==> src/rtl/seg_link_pkg.sv <==
// constants, field layouts and types of the output segment receiver
// assumes one clock domain; byte n of an image sits at bits 8n+7:8n
package seg_link_pkg;
    // image geometry
    localparam int IMG_BYTES   = 8;
    localparam int PAYLOAD_MAX = 6;
    localparam int FLUSH_BYTE  = 6;
    localparam int CTRL_BYTE   = 7;
    // flush byte bit positions
    localparam int TXF_BIT = 0;
    localparam int RXF_BIT = 1;
    // register byte offsets
    localparam logic [7:0] REG_CTRL = 8'h00;
    localparam logic [7:0] REG_EVT  = 8'h04;
    localparam logic [7:0] REG_MASK = 8'h08;
    localparam logic [7:0] REG_INFO = 8'h0C;
    // event bits in status and mask
    localparam int EV_LOSS    = 0;
    localparam int EV_DISTURB = 1;
    localparam int EV_TXFLUSH = 2;
    localparam int EV_RXFLUSH = 3;
    localparam int EV_W       = 4;
    // info register field positions
    localparam int INFO_FILL_LSB = 0;
    localparam int INFO_OACK_LSB = 16;
    localparam int INFO_STAT_BIT = 20;
    localparam int INFO_BUSY_BIT = 24;
    // reset values
    localparam logic       CTRL_EN_RST = 1'b1;
    localparam logic [3:0] MASK_RST    = 4'h0;
    localparam logic       STAT_RST    = 1'b1;
    // control byte of the output image
    typedef struct packed {
        logic       srst;
        logic [1:0] iack;
        logic [1:0] ocnt;
        logic [2:0] vcnt;
    } ctrl_byte_t;
    // status byte of the input image
    typedef struct packed {
        logic       stat;
        logic [1:0] oack;
        logic [1:0] icnt;
        logic [2:0] ibytes;
    } stat_byte_t;
    // segment loader states
    typedef enum logic [1:0] {
        ST_IDLE = 2'b01,
        ST_LOAD = 2'b10
    } seg_state_t;
endpackage

==> src/rtl/seg_link.sv <==
// receiver of segmented output images, transmit buffer and input image
// assumes OUT_IMAGE_I is a level held by the gateway, classic wishbone
//
// What this block does
// - an output image is eight bytes: six payload, one flush byte, one control byte.
// - valid payload of each accepted segment goes into the transmit buffer, up to a falling status reset bit that ends the load.
// - receive flush set and a falling status reset bit clears the receive buffer.
// - transmit flush set and a falling status reset bit empties the transmit buffer.
// - flush requests are ignored while status reset is low, high or rising.
// - a falling status reset bit restores the communication status bit to 1 unless a fault occurs in the same cycle.
// - while status reset is 0 changes of count, counter and acknowledge are ignored.
// - a gap in the output segment counter sequence is flagged as segment loss.
// - the valid byte count tells how many payload bytes count, at most six.
// - after accepting a segment its counter is returned as output segment ack.
// - a disturbed serial link clears the communication status bit.
// - each input segment carries an input segment counter stepping 0..3.
`timescale 1ns/1ns
`default_nettype none
module seg_link
    import seg_link_pkg::*;
#(
    parameter int DEPTH = 128
)(
    input  wire logic        CLOCK_I,
    input  wire logic        NRST_I,
    input  wire logic [7:0]  ADR_I,
    input  wire logic [31:0] DAT_I,
    output logic      [31:0] DAT_O,
    input  wire logic        WE_I,
    input  wire logic [3:0]  SEL_I,
    input  wire logic        STB_I,
    input  wire logic        CYC_I,
    output logic             ACK_O,
    input  wire logic [63:0] OUT_IMAGE_I,
    input  wire logic        IN_SEG_I,
    input  wire logic [47:0] IN_DATA_I,
    input  wire logic [2:0]  IN_COUNT_I,
    input  wire logic        COMM_FAULT_I,
    output logic      [7:0]  TX_DATA_O,
    output logic             TX_VALID_O,
    input  wire logic        TX_READY_I,
    output logic             RX_FLUSH_O,
    output logic      [63:0] IN_IMAGE_O,
    output logic             IRQ_O
);
    localparam int CW = $clog2(DEPTH) + 1;
    localparam int AW = $clog2(DEPTH);
    localparam logic [CW-1:0] ROOM = CW'(DEPTH - PAYLOAD_MAX);

    // buffer must hold two whole segments and wrap on a power of two
    if (DEPTH < 2 * PAYLOAD_MAX || (DEPTH & (DEPTH - 1)) != 0)
    begin : g_bad_depth
        $error("DEPTH must be a power of two of at least 12");
    end

    ////////////////////////////////////////////////////////////////////////
    // image unpacking
    ctrl_byte_t ctrl;
    logic       txf;
    logic       rxf;
    logic       fall;
    assign ctrl = ctrl_byte_t'(OUT_IMAGE_I[8*CTRL_BYTE +: 8]);
    assign txf  = OUT_IMAGE_I[8*FLUSH_BYTE + TXF_BIT];
    assign rxf  = OUT_IMAGE_I[8*FLUSH_BYTE + RXF_BIT];

    ////////////////////////////////////////////////////////////////////////
    // status reset edge, communication status and flushes
    logic srst_prev_ff;
    logic stat_ff;
    logic rxfl_ff;
    logic nxt_stat;
    assign fall = srst_prev_ff & ~ctrl.srst; // only the falling edge acts

    // a fault in the same cycle as the restore wins: the link is still bad
    always_comb
    begin
        nxt_stat = stat_ff;
        if (COMM_FAULT_I)
            nxt_stat = 1'b0;
        else if (fall)
            nxt_stat = 1'b1;
    end

    always_ff @(posedge CLOCK_I)
    begin
        if (!NRST_I)
        begin
            srst_prev_ff <= 1'b0;
            stat_ff      <= STAT_RST;
            rxfl_ff      <= 1'b0;
        end
        else
        begin
            srst_prev_ff <= ctrl.srst;
            stat_ff      <= nxt_stat;
            rxfl_ff      <= fall & rxf;
        end
    end

    ////////////////////////////////////////////////////////////////////////
    // segment loader
    seg_state_t     state_ff, nxt_state;
    logic [47:0]    seg_ff, nxt_seg;
    logic [2:0]     len_ff, nxt_len;
    logic [2:0]     idx_ff, nxt_idx;
    logic [1:0]     cnt_ff, nxt_cnt;
    logic [1:0]     oack_ff, nxt_oack;
    logic           sync_ff, nxt_sync;
    logic           accept;
    logic           loss;
    logic           wr;
    logic [2:0]     vlen;
    logic           en_ff;
    logic [CW-1:0]  fill_ff;

    // a count above six is clamped: only six payload bytes exist
    assign vlen   = (ctrl.vcnt > 3'(PAYLOAD_MAX)) ? 3'(PAYLOAD_MAX) : ctrl.vcnt;
    // a new segment is a counter change, or any image before the first since reset, while status reset is high
    assign accept = state_ff == ST_IDLE && ctrl.srst && en_ff && !fall &&
                    (!sync_ff || ctrl.ocnt != oack_ff) && fill_ff <= ROOM;
    assign loss   = accept && sync_ff && ctrl.ocnt != oack_ff + 2'h1;
    assign wr     = state_ff == ST_LOAD && !fall;

    always_comb
    begin
        nxt_state = state_ff;
        nxt_seg   = seg_ff;
        nxt_len   = len_ff;
        nxt_idx   = idx_ff;
        nxt_cnt   = cnt_ff;
        nxt_oack  = oack_ff;
        nxt_sync  = sync_ff;
        case (state_ff)
            ST_IDLE:
            begin
                if (accept)
                begin
                    nxt_seg  = OUT_IMAGE_I[47:0];
                    nxt_len  = vlen;
                    nxt_idx  = 3'h0;
                    nxt_cnt  = ctrl.ocnt;
                    nxt_sync = 1'b1;
                    if (vlen == 3'h0)
                        nxt_oack = ctrl.ocnt;
                    else
                        nxt_state = ST_LOAD;
                end
            end
            ST_LOAD:
            begin
                nxt_seg = {seg_ff[39:0], 8'h00}; // payload byte 0 sits in image byte 5
                nxt_idx = idx_ff + 3'h1;
                // a flush mid-load drops the rest, the segment still counts as taken
                if (fall || idx_ff + 3'h1 == len_ff)
                begin
                    nxt_oack  = cnt_ff;
                    nxt_state = ST_IDLE;
                end
            end
            default:
                nxt_state = ST_IDLE;
        endcase
    end

    always_ff @(posedge CLOCK_I)
    begin
        if (!NRST_I)
        begin
            state_ff <= ST_IDLE;
            seg_ff   <= 48'h0;
            len_ff   <= 3'h0;
            idx_ff   <= 3'h0;
            cnt_ff   <= 2'h0;
            oack_ff  <= 2'h0;
            sync_ff  <= 1'b0;
        end
        else
        begin
            state_ff <= nxt_state;
            seg_ff   <= nxt_seg;
            len_ff   <= nxt_len;
            idx_ff   <= nxt_idx;
            cnt_ff   <= nxt_cnt;
            oack_ff  <= nxt_oack;
            sync_ff  <= nxt_sync;
        end
    end

    ////////////////////////////////////////////////////////////////////////
    // transmit buffer with a registered output stage
    logic [7:0]    mem [DEPTH];
    logic [AW-1:0] wp_ff, nxt_wp;
    logic [AW-1:0] rp_ff, nxt_rp;
    logic [CW-1:0] nxt_fill;
    logic [7:0]    txd_ff, nxt_txd;
    logic          txv_ff, nxt_txv;
    logic          pop;
    logic          flush;

    assign flush = fall & txf;
    assign pop   = fill_ff != '0 && (!txv_ff || TX_READY_I);

    always_comb
    begin
        nxt_wp   = wp_ff;
        nxt_rp   = rp_ff;
        nxt_fill = fill_ff;
        nxt_txd  = txd_ff;
        nxt_txv  = txv_ff & ~TX_READY_I;
        if (flush)
        begin
            nxt_wp   = '0;
            nxt_rp   = '0;
            nxt_fill = '0;
            nxt_txv  = 1'b0;
        end
        else
        begin
            if (pop)
            begin
                nxt_txd = mem[rp_ff];
                nxt_txv = 1'b1;
                nxt_rp  = rp_ff + AW'(1);
            end
            if (wr)
                nxt_wp = wp_ff + AW'(1);
            nxt_fill = fill_ff + CW'(wr) - CW'(pop);
        end
    end

    always_ff @(posedge CLOCK_I)
    begin
        if (wr)
            mem[wp_ff] <= seg_ff[47:40];
        if (!NRST_I)
        begin
            wp_ff   <= '0;
            rp_ff   <= '0;
            fill_ff <= '0;
            txd_ff  <= 8'h00;
            txv_ff  <= 1'b0;
        end
        else
        begin
            wp_ff   <= nxt_wp;
            rp_ff   <= nxt_rp;
            fill_ff <= nxt_fill;
            txd_ff  <= nxt_txd;
            txv_ff  <= nxt_txv;
        end
    end

    ////////////////////////////////////////////////////////////////////////
    // input image: payload, counter and status byte
    logic [47:0] idata_ff;
    logic [2:0]  icount_ff;
    logic [1:0]  icnt_ff;
    stat_byte_t  sbyte;

    always_ff @(posedge CLOCK_I)
    begin
        if (!NRST_I)
        begin
            idata_ff  <= 48'h0;
            icount_ff <= 3'h0;
            icnt_ff   <= 2'h0;
        end
        else if (IN_SEG_I)
        begin
            idata_ff  <= IN_DATA_I;
            icount_ff <= IN_COUNT_I;
            icnt_ff   <= icnt_ff + 2'h1;
        end
    end

    // diagnostics byte is not produced here and reads as zero
    assign sbyte = '{stat: stat_ff, oack: oack_ff, icnt: icnt_ff, ibytes: icount_ff};

    ////////////////////////////////////////////////////////////////////////
    // wishbone slave, sticky events, mask and interrupt
    logic            ack_ff;
    logic [31:0]     dat_ff, nxt_dat;
    logic [EV_W-1:0] evt_ff, nxt_evt, ev_set;
    logic [EV_W-1:0] mask_ff, nxt_mask;
    logic            nxt_en;
    logic            irq_ff;
    logic            req;

    assign req    = CYC_I & STB_I & ~ack_ff;
    assign ev_set = {fall & rxf, flush, COMM_FAULT_I & stat_ff, loss};

    // a read of the event register clears it, but a new event wins
    always_comb
    begin
        nxt_dat  = 32'h0;
        nxt_en   = en_ff;
        nxt_mask = mask_ff;
        nxt_evt  = evt_ff;
        if (req && ADR_I == REG_CTRL)
        begin
            nxt_dat[0] = en_ff;
            if (WE_I && SEL_I[0])
                nxt_en = DAT_I[0];
        end
        else if (req && ADR_I == REG_EVT)
        begin
            nxt_dat[EV_W-1:0] = evt_ff;
            if (!WE_I)
                nxt_evt = '0;
        end
        else if (req && ADR_I == REG_MASK)
        begin
            nxt_dat[EV_W-1:0] = mask_ff;
            if (WE_I && SEL_I[0])
                nxt_mask = DAT_I[EV_W-1:0];
        end
        else if (req && ADR_I == REG_INFO)
        begin
            nxt_dat[INFO_FILL_LSB +: CW] = fill_ff;
            nxt_dat[INFO_OACK_LSB +: 2]  = oack_ff;
            nxt_dat[INFO_STAT_BIT]       = stat_ff;
            nxt_dat[INFO_BUSY_BIT]       = state_ff == ST_LOAD;
        end
        nxt_evt = nxt_evt | ev_set;
    end

    always_ff @(posedge CLOCK_I)
    begin
        if (!NRST_I)
        begin
            ack_ff  <= 1'b0;
            dat_ff  <= 32'h0;
            en_ff   <= CTRL_EN_RST;
            evt_ff  <= '0;
            mask_ff <= MASK_RST;
            irq_ff  <= 1'b0;
        end
        else
        begin
            ack_ff  <= req; // unmapped offsets also answer, reading zero
            dat_ff  <= nxt_dat;
            en_ff   <= nxt_en;
            evt_ff  <= nxt_evt;
            mask_ff <= nxt_mask;
            irq_ff  <= |(nxt_evt & nxt_mask);
        end
    end

    ////////////////////////////////////////////////////////////////////////
    // outputs straight from flip-flops
    assign ACK_O      = ack_ff;
    assign DAT_O      = dat_ff;
    assign TX_DATA_O  = txd_ff;
    assign TX_VALID_O = txv_ff;
    assign RX_FLUSH_O = rxfl_ff;
    assign IRQ_O      = irq_ff;
    assign IN_IMAGE_O = {sbyte, 8'h00, idata_ff};

    ////////////////////////////////////////////////////////////////////////
    // checks
    chk_tx_flush: assert property (@(posedge CLOCK_I) disable iff (!NRST_I)
        fall && txf |=> fill_ff == '0 && !txv_ff)
        else $error("transmit buffer not emptied by flush");
    chk_rx_flush: assert property (@(posedge CLOCK_I) disable iff (!NRST_I)
        fall && rxf |=> RX_FLUSH_O)
        else $error("receive flush missing");
    chk_no_flush: assert property (@(posedge CLOCK_I) disable iff (!NRST_I)
        !fall |=> !RX_FLUSH_O && fill_ff + CW'(1) >= $past(fill_ff))
        else $error("flush without falling status reset");
    chk_stat_back: assert property (@(posedge CLOCK_I) disable iff (!NRST_I)
        fall && !COMM_FAULT_I |=> stat_ff)
        else $error("status bit not restored");
    chk_stat_fault: assert property (@(posedge CLOCK_I) disable iff (!NRST_I)
        COMM_FAULT_I |=> !IN_IMAGE_O[63])
        else $error("status bit not cleared on fault");
    chk_hold_low: assert property (@(posedge CLOCK_I) disable iff (!NRST_I)
        !ctrl.srst && state_ff == ST_IDLE |=> $stable(oack_ff) && state_ff == ST_IDLE)
        else $error("segment taken while status reset low");
    chk_loss_flag: assert property (@(posedge CLOCK_I) disable iff (!NRST_I)
        accept && sync_ff && ctrl.ocnt != oack_ff + 2'h1 |=> evt_ff[EV_LOSS])
        else $error("segment loss not flagged");
    chk_ack_copy: assert property (@(posedge CLOCK_I) disable iff (!NRST_I)
        state_ff == ST_LOAD ##1 state_ff == ST_IDLE |-> IN_IMAGE_O[62:61] == cnt_ff)
        else $error("output segment ack not returned");
    chk_len_max: assert property (@(posedge CLOCK_I) disable iff (!NRST_I)
        state_ff == ST_LOAD |-> len_ff <= 3'(PAYLOAD_MAX) && idx_ff < len_ff)
        else $error("more than six payload bytes loaded");
    chk_buf_load: assert property (@(posedge CLOCK_I) disable iff (!NRST_I)
        wr |=> wp_ff == $past(wp_ff) + AW'(1))
        else $error("payload byte not written");
    chk_in_count: assert property (@(posedge CLOCK_I) disable iff (!NRST_I)
        IN_SEG_I |=> icnt_ff == $past(icnt_ff) + 2'h1)
        else $error("input segment counter did not step");
endmodule
`default_nettype wire

==> config.mk <==
export PLATFORM = sky130hd
export DESIGN_NAME = seg_link
export DESIGN_NICKNAME = d
export VERILOG_FILES = /design/src/rtl/seg_link_pkg.sv /design/src/rtl/seg_link.sv
export SDC_FILE = /design/constraint.sdc
export NUM_CORES = 1
export LEC_CHECK = 0
export ABC_AREA = 1
export BUFFER_PORTS_ARGS = -buffer_cell sky130_fd_sc_hd__buf_2
export CAP_MARGIN = 20
export CORE_UTILIZATION = 40
export CTS_CLUSTER_DIAMETER = 150
export DETAILED_ROUTE_END_ITERATION = 10
export SLEW_MARGIN = 20
export SYNTH_ARGS = -nofsm -noshare
export SYNTH_HDL_FRONTEND = slang
export SYNTH_SLANG_ARGS = --single-unit
==> constraint.sdc <==
create_clock -name CLOCK_I -period 7.5 [get_ports CLOCK_I]
set_clock_uncertainty 0.2 [all_clocks]
set_input_delay 0.375 -clock CLOCK_I [delete_from_list [all_inputs] [get_ports CLOCK_I]]
set_output_delay 0.375 -clock CLOCK_I [all_outputs]
set_load 0.02 [all_outputs]
==> flow_results.xml, run 1 <==
<?xml version="1.0" encoding="UTF-8"?>
<metrics>
  <group name="timing">
    <metric name="final_setup_tns" unit="ns">0</metric>
    <metric name="worstMarginPinSlew" unit="ns">1.06</metric>
    <metric name="rsz_0062_raised_after_global_routing" unit="">false</metric>
    <metric name="shortest_clock_period_the_worst_path_allows_after_layout" unit="ns">4.60</metric>
    <metric name="hold_ws" unit="ns">0.0536</metric>
    <metric name="relSlewSlack" unit="">0.289</metric>
    <metric name="period_share" unit="">0.614</metric>
    <metric name="drv_slew" unit="">0</metric>
    <metric name="setup-violations-final" unit="">0</metric>
    <metric name="hold_violations" unit="">0</metric>
    <metric name="fmax" unit="MHz">217</metric>
  </group>
  <group name="cells_and_area">
    <metric name="finish.net_count" unit="">5333</metric>
    <metric name="post_route_cells_drive_above_1_share" unit="">0.0892</metric>
    <metric name="fillers" unit="">11300</metric>
    <metric name="seq_area" unit="um^2">34200</metric>
    <metric name="antenna_cell_count" unit="">0</metric>
    <metric name="multi_input_comb_area" unit="um^2">13100</metric>
    <metric name="area_growth_syn_to_layout" unit="%">14.4</metric>
  </group>
  <group name="clock_tree">
    <metric name="max-clock-path-buffers" unit="">3</metric>
    <metric name="cts.sink_count" unit="">1195</metric>
    <metric name="tritoncts_clock_tree" unit="">done</metric>
    <metric name="cts_root_buf" unit="">clkbuf_16</metric>
    <metric name="clkLatencyLatePin" unit="ns">0.70</metric>
    <metric name="clock_tree.htree_level_count" unit="">3</metric>
    <metric name="tritoncts.num_buffers" unit="">117</metric>
    <metric name="cts.reportedPaths.clkPinSlew" unit="ns">0.06</metric>
  </group>
  <group name="critical_path">
    <metric name="critical_path_arrival" unit="ns">4.74</metric>
    <metric name="criticalPathCategory" unit="">register to register</metric>
    <metric name="critical_path_peak_fanout" unit="">46</metric>
    <metric name="worstSetupStartpointType" unit="">register</metric>
    <metric name="r2r.worst_path.cells" unit="">6</metric>
    <metric name="critPathMaxStageDelay" unit="ns">0.96</metric>
    <metric name="crit_path_frequent_cell" unit="">nor2_1</metric>
    <metric name="cp-end-kind" unit="">register</metric>
    <metric name="critPathSlowestCell" unit="">nor2_1</metric>
    <metric name="worstPathCellList" unit="">inv_1 &gt; nor2_4 &gt; nand2_1 &gt; nor2_1 &gt; nand3_2 &gt; nor2_1</metric>
    <metric name="cp_data_required_time" unit="ns">7.63</metric>
  </group>
  <group name="floorplanning">
    <metric name="floorplan.die_area" unit="um^2">127000</metric>
    <metric name="fp.dieW" unit="um">357</metric>
    <metric name="floorplan.die.height" unit="um">357</metric>
    <metric name="initial_utilization" unit="">0.405</metric>
    <metric name="ioPinCount" unit="">275</metric>
    <metric name="row_count" unit="">129</metric>
    <metric name="core_region_area" unit="um^2">124000</metric>
  </group>
  <group name="hold_path">
    <metric name="whs_path_depth" unit="">7</metric>
    <metric name="hold_class" unit="">input pin to register</metric>
  </group>
  <group name="routing">
    <metric name="route.detailed.vias_per_inst" unit="">5.07</metric>
    <metric name="detailroute.via_count" unit="">34900</metric>
    <metric name="final_routed_wirelength_across_all_metal_layers" unit="mm">131</metric>
    <metric name="detailedRoute.firstPassIterationCount" unit="">5</metric>
    <metric name="drtAntennaViolNets" unit="">0</metric>
    <metric name="remaining_drc_errors" unit="">0</metric>
    <metric name="drt-initial-drc-count" unit="">3376</metric>
    <metric name="detail_route.wl_per_cell" unit="um">19.0</metric>
  </group>
  <group name="run">
    <metric name="total_of_max_cap_violations" unit="">0</metric>
  </group>
  <group name="logic_synthesis">
    <metric name="post_synth_main_area_contributors" unit="">edfxtp_1 61%, nand2_1 9.7%, dfxtp_1 6.8%, nor2_1 5.3%, nand3_1 4.4%</metric>
    <metric name="synth.cells.most_frequent" unit="">1295 x nand2_1, 1024 x edfxtp_1, 706 x nor2_1, 438 x nand3_1, 405 x inv_1</metric>
    <metric name="synth-seq-area-share" unit="">0.679</metric>
    <metric name="post_synth_instance_area" unit="um^2">50300</metric>
    <metric name="post-synth-top-count-cell" unit="">nand2_1</metric>
    <metric name="yosysWarningCount" unit="">0</metric>
    <metric name="synthesis.instances" unit="">4917</metric>
    <metric name="post_synth.cell_area_avg" unit="um^2">10.2</metric>
    <metric name="post_synth_edffs" unit="">1024</metric>
    <metric name="synthArstFlopShare" unit="">0</metric>
    <metric name="yosysUniqueCellTypes" unit="">44</metric>
    <metric name="synth_top_flop_cell" unit="">edfxtp_1</metric>
    <metric name="synth_seq_cells" unit="">1195</metric>
    <metric name="synth_top_area_cell" unit="">edfxtp_1</metric>
    <metric name="netlist.area_leader.share" unit="">0.611</metric>
  </group>
  <group name="outcome">
    <metric name="run_status" unit="">finished, final reports clean</metric>
  </group>
  <group name="placement">
    <metric name="place.gp.congestion" unit="">0.830</metric>
    <metric name="numPortBuffers" unit="">207</metric>
    <metric name="dp.final_hpwl" unit="mm">73.9</metric>
  </group>
  <group name="grt">
    <metric name="overflow" unit="">0</metric>
    <metric name="wire_length_of_the_first_global_routing_pass" unit="mm">200</metric>
    <metric name="first_global_vias" unit="">33500</metric>
    <metric name="antenna_found_initial" unit="">0</metric>
    <metric name="grt_max_degree" unit="">192</metric>
    <metric name="grt_resource_usage_total" unit="">0.204</metric>
  </group>
  <group name="power_and_ir_drop">
    <metric name="power.static_leakage" unit="nW">22.6</metric>
    <metric name="ir_drop" unit="mV">0.286</metric>
    <metric name="total_power_density_per_cell_area" unit="nW/um^2">313</metric>
    <metric name="fin_total_pwr" unit="W">0.0180</metric>
  </group>
</metrics>
cells in the final DEF (no fill, tap or decap), types with 40 or more instances in the layout:
cell,n
a21oi_1,77
a31oi_1,42
buf_2,206
buf_4,40
clkbuf_16,123
dfxtp_1,160
dlygate4sd3_1,128
edfxtp_1,1024
inv_1,402
nand2_1,1295
nand3_1,435
nor2_1,705
o21ai_0,341
critical path: cells and delay by family (launching register included):
| kind | cells | cell delay, ns |
|---|---|---|
| buffers and inverters | 1 | 0.08 |
| DFF | 1 | 0.32 |
| and+or+nand+nor | 5 | 3.60 |
worst paths after layout:
path / end / from / slack, ns
worst min-delay path: DAT_O[0] / ADR_I[1] / 0.05
worst max-delay path: mem[36][7] / state_ff[1] / 2.90
worst max register to register: mem[36][7] / state_ff[1] / 2.90
worst min register to register: cnt_ff[0] / cnt_ff[0] / 0.26
metal layers:
metal | up-vias | routed length (um) | share of wire | GRT usage
li1 | 16800 | - | - | -
met1 | 16700 | 57100 | 0.44 | 0.283
met2 | 1210 | 61000 | 0.47 | 0.333
met3 | 196 | 9240 | 0.071 | 0.0306
met4 | 0 | 3530 | 0.027 | 0.0576
met5 | - | 0 | 0 | 0
layout make-up:
type	count	area share
sequential	1195	0.594
inverter	413	0.0273
clock buffer	152	0.0571
timing repair buffer	377	0.0464
tap	1637	0.0356
multi-input combinational	3043	0.228
clock inverter	64	0.0111
flip-flops by register name, summed over array words and instances (netlist names), 2 cells and up:
name / flops
rp_ff: 7
mask_ff: 4
TX_DATA_O: 8
icnt_ff: 2
mem: 1024
fill_ff: 8
icount_ff: 3
DAT_O: 12
state_ff: 2
oack_ff: 2
evt_ff: 4
idata_ff: 48
wp_ff: 7
len_ff: 3
cnt_ff: 2
idx_ff: 3
seg_ff: 48
what timing repair did:
item / 4_1_cts / 5_1_grt
hold buffers: 128 / 0
endpoints found under the hold margin: 132 / 0
buffers inserted: 0 / 0
gates resized for setup: 0 / 0
power by group:
group / switching (W) / internal, W
clock network: 0.00251 / 0.00349
logic: 0.00282 / 0.00105
registers: 0.000389 / 0.00773
cell families after synthesis:
group           Yosys count  synth area share
simple gates           2474             0.197
flops                  1195             0.679
buf+inv                 706            0.0629
compound gates          516            0.0549
fa+ha+maj                19           0.00487
xor+xnor                  5          0.000870
other cells               1         0.0000745
mux                       1          0.000224
metrics by stage:
stage                util  instance area, um^2  instances  worst slack, ns
floorplan               -                50400       4944             4.43
global placement    0.421                52300       6537             2.96
detailed placement  0.421                52400       6537             2.86
CTS                 0.463                57600       6881             2.85
global route        0.463                57600       6881             2.62
finish              0.463                57600       6881             2.90
No activity file was read; power rests on OpenSTA's default activity.
==> run 2, diff against run 1 <==
Clock period 7.5 ns to 4.5 ns, I/O delays scaled along.
==> run 2 against run 1 <==
Register-to-register slack got worse by 2.3 ns. Setup slack got worse by 2.6 ns. Total power rose by 67%. Critical endpoint is now IRQ_O. Largest cell class unchanged.
==> flow_results.xml, run 2 (synthesis results as in run 1) <==
<?xml version="1.0" encoding="UTF-8"?>
<metrics>
  <group name="outcome">
    <metric name="run_status" unit="">finished, final reports clean</metric>
  </group>
  <group name="placement">
    <metric name="numPortBuffers" unit="">207</metric>
    <metric name="dp.final_hpwl" unit="mm">76.8</metric>
    <metric name="postPlaceCellArea" unit="um^2">52600</metric>
    <metric name="place.gp.congestion" unit="">0.843</metric>
  </group>
  <group name="clock_tree">
    <metric name="cts.sink_count" unit="">1195</metric>
    <metric name="cts.reportedPaths.clkPinSlew" unit="ns">0.06</metric>
    <metric name="tritoncts.num_buffers" unit="">119</metric>
    <metric name="clock_tree.htree_level_count" unit="">3</metric>
    <metric name="post_cts.resized_instances" unit="">0</metric>
    <metric name="clkLatencyLatePin" unit="ns">0.70</metric>
    <metric name="cts_root_buf" unit="">clkbuf_16</metric>
    <metric name="max-clock-path-buffers" unit="">3</metric>
    <metric name="tritoncts_clock_tree" unit="">done</metric>
  </group>
  <group name="floorplanning">
    <metric name="fp.dieW" unit="um">357</metric>
    <metric name="floorplan.die.height" unit="um">357</metric>
    <metric name="row_count" unit="">129</metric>
    <metric name="core_region_area" unit="um^2">124000</metric>
    <metric name="ioPinCount" unit="">275</metric>
    <metric name="floorplan.die_area" unit="um^2">127000</metric>
    <metric name="initial_utilization" unit="">0.405</metric>
  </group>
  <group name="timing">
    <metric name="setup-violations-final" unit="">0</metric>
    <metric name="shortest_clock_period_the_worst_path_allows_after_layout" unit="ns">4.22</metric>
    <metric name="rsz_0062_raised_after_global_routing" unit="">false</metric>
    <metric name="relSlewSlack" unit="">0.262</metric>
    <metric name="drv_slew" unit="">0</metric>
    <metric name="period_share" unit="">0.937</metric>
    <metric name="hold_ws" unit="ns">0.0857</metric>
    <metric name="final_setup_tns" unit="ns">0</metric>
    <metric name="worstMarginPinSlew" unit="ns">1.11</metric>
    <metric name="fmax" unit="MHz">237</metric>
    <metric name="hold_violations" unit="">0</metric>
  </group>
  <group name="power_and_ir_drop">
    <metric name="power.share.clock" unit="">0.327</metric>
    <metric name="intPower" unit="W">0.0205</metric>
    <metric name="combinational_cell_fraction_of_total_power" unit="">0.224</metric>
    <metric name="power.static_leakage" unit="nW">23.1</metric>
    <metric name="pwr-share-seq" unit="">0.450</metric>
    <metric name="power.switching" unit="W">0.00958</metric>
    <metric name="ir_drop" unit="mV">0.473</metric>
    <metric name="total_power_density_per_cell_area" unit="nW/um^2">513</metric>
    <metric name="power.switching_fraction" unit="">0.319</metric>
  </group>
  <group name="routing">
    <metric name="route.detailed.vias_per_inst" unit="">5.07</metric>
    <metric name="routed_met1_length" unit="mm">57.6</metric>
    <metric name="top_signal_layer_used" unit="">met4</metric>
    <metric name="routed_wl_met3" unit="mm">8.77</metric>
    <metric name="final_routed_wirelength_across_all_metal_layers" unit="mm">133</metric>
    <metric name="detailedRoute.firstPassIterationCount" unit="">6</metric>
    <metric name="drtAntennaViolNets" unit="">0</metric>
    <metric name="detail_route.wl_per_cell" unit="um">19.1</metric>
    <metric name="drt-initial-drc-count" unit="">3125</metric>
    <metric name="detailroute.via_count" unit="">35500</metric>
    <metric name="met2_wirelength" unit="mm">63.8</metric>
    <metric name="remaining_drc_errors" unit="">0</metric>
  </group>
  <group name="run">
    <metric name="total_of_max_cap_violations" unit="">0</metric>
  </group>
  <group name="critical_path">
    <metric name="critPathMaxStageDelay" unit="ns">0.57</metric>
    <metric name="critical_path_peak_fanout" unit="">7</metric>
    <metric name="cp.buffers_inverters" unit="">6</metric>
    <metric name="cp-end-kind" unit="">register</metric>
    <metric name="startpoint" unit="">ADR_I[4]</metric>
    <metric name="worstPathCellList" unit="">dlygate4sd3_1 &gt; buf_2 &gt; nor2_1 &gt; dlygate4sd3_1 &gt; nand2_1 &gt; dlygate4sd3_1 &gt; nor2_1 &gt; nand2_1 &gt; nor3_1 &gt; o21ai_0 &gt; nand2_1 &gt; dlygate4sd3_1 &gt; nand3_1 &gt; dlygate4sd3_1 &gt; nand2_1 &gt; nand2_1</metric>
    <metric name="cp_data_required_time" unit="ns">4.88</metric>
    <metric name="timing.critical_path.depth" unit="">16</metric>
    <metric name="timing.critical_path.max_delay_family" unit="">buffers and inverters</metric>
    <metric name="worst_r2r_startpoint" unit="">ACK_O</metric>
    <metric name="critical_path.endpoint" unit="">IRQ_O</metric>
    <metric name="crit-reg2reg-capture" unit="">IRQ_O</metric>
    <metric name="r2r.worst_path.cells" unit="">12</metric>
    <metric name="worstSetupStartpointType" unit="">input pin</metric>
    <metric name="criticalPathCategory" unit="">input pin to register</metric>
    <metric name="critical_path_arrival" unit="ns">4.60</metric>
    <metric name="critPathSlowestCell" unit="">dlygate4sd3_1</metric>
    <metric name="timing.reg2reg.setup_slack" unit="ns">0.64</metric>
  </group>
  <group name="grt">
    <metric name="grt_resource_usage_total" unit="">0.207</metric>
    <metric name="antenna_found_initial" unit="">0</metric>
    <metric name="first_global_vias" unit="">34100</metric>
    <metric name="grt_max_degree" unit="">246</metric>
    <metric name="overflow" unit="">0</metric>
    <metric name="wire_length_of_the_first_global_routing_pass" unit="mm">204</metric>
  </group>
  <group name="cells_and_area">
    <metric name="utilization" unit="">0.471</metric>
    <metric name="finish.instance_area" unit="um^2">58500</metric>
    <metric name="layout_commonest_cell" unit="">nand2_1</metric>
    <metric name="layout_common_cells" unit="">1295 x nand2_1, 1024 x edfxtp_1, 705 x nor2_1</metric>
    <metric name="antenna_cell_count" unit="">0</metric>
    <metric name="reg.largest.list" unit="">mem: 1024 flops, idata_ff: 48 flops, seg_ff: 48 flops</metric>
    <metric name="post_route_cells_drive_above_1_share" unit="">0.0882</metric>
    <metric name="flip_flop_count_of_the_largest_register_after_layout" unit="">1024</metric>
    <metric name="area_growth_syn_to_layout" unit="%">16.3</metric>
    <metric name="fillers" unit="">11300</metric>
    <metric name="max_flop_register" unit="">mem</metric>
    <metric name="finish.net_count" unit="">5439</metric>
  </group>
  <group name="hold_path">
    <metric name="hold_class" unit="">input pin to register</metric>
  </group>
</metrics>
## run 2: changes by cell type in the layout (fill, tap and decap cells not counted), moves of 5 or more
| cell | change |
|---|---|
| clkinv_2 | -7 |
| buf_4 | +14 |
| clkbuf_1 | +12 |
| buf_12 | +10 |
| clkbuf_8 | -5 |
| dlygate4sd3_1 | +80 |
| clkinv_1 | +8 |
## run 2: final cells by class
| type | count | area, um^2 | share of cell area |
|---|---|---|---|
| sequential | 1195 | 34200 | 0.584 |
| clock inverter | 65 | 632 | 0.0108 |
| multi-input combinational | 3043 | 13100 | 0.224 |
| tap | 1637 | 2050 | 0.0350 |
| timing repair buffer | 481 | 3780 | 0.0645 |
| inverter | 413 | 1570 | 0.0268 |
| clock buffer | 156 | 3190 | 0.0545 |
## run 2: timing repair
item	in CTS	in global routing
endpoints found under the hold margin	144	0
buffers inserted	0	0
hold buffers	208	0
## run 2: per-stage QoR
| step | setup WS [ns] | total power, W | cells |
|---|---|---|---|
| 2_1_floorplan | 1.43 | 0.0180 | 4944 |
| 3_3_place_gp | 0.888 | 0.0202 | 6561 |
| 3_5_place_dp | 0.902 | 0.0203 | 6561 |
| 4_1_cts | 0.442 | 0.0302 | 6990 |
| 5_1_grt | 0.0628 | 0.0314 | 6990 |
| 6_report | 0.282 | 0.0300 | 6990 |
## run 2: power groups by stage
stage	Sequential, W	Clock (W)	Combinational, W
after floorplan	0.0137	0	0.00430
after CTS	0.0135	0.00995	0.00670
after global placement	0.0137	0	0.00647
after detailed placement	0.0137	0	0.00653
final	0.0135	0.00981	0.00672
after global routing	0.0136	0.0104	0.00746
## run 2: worst min-delay path: stages
cell and delay, ns:
buf_2 0.08, or2_2 0.12, nor3_1 0.05, nand2_1 0.20, o21ai_0 0.11, nor2_1 0.14
## run 2: how the worst min path moves through the flow
| stage | start | to | slack [ns] | cells past startpoint |
|---|---|---|---|---|
| global placement | cnt_ff[1] | cnt_ff[1] | 0.24 | 2 |
| finish | ADR_I[1] | DAT_O[3] | 0.09 | 6 |
| global route | OUT_IMAGE_I[63] | srst_prev_ff | 0.11 | 4 |
| CTS | ADR_I[1] | DAT_O[3] | 0.02 | 6 |
| detailed placement | COMM_FAULT_I | stat_ff | 0.24 | 2 |
| floorplan | OUT_IMAGE_I[63] | srst_prev_ff | 0.12 | 2 |
## run 2: layer usage
layer	vias up	track usage
li1	17000	-
met1	17100	0.282
met2	1200	0.346
met3	185	0.0297
met4	0	0.0560
met5	-	0
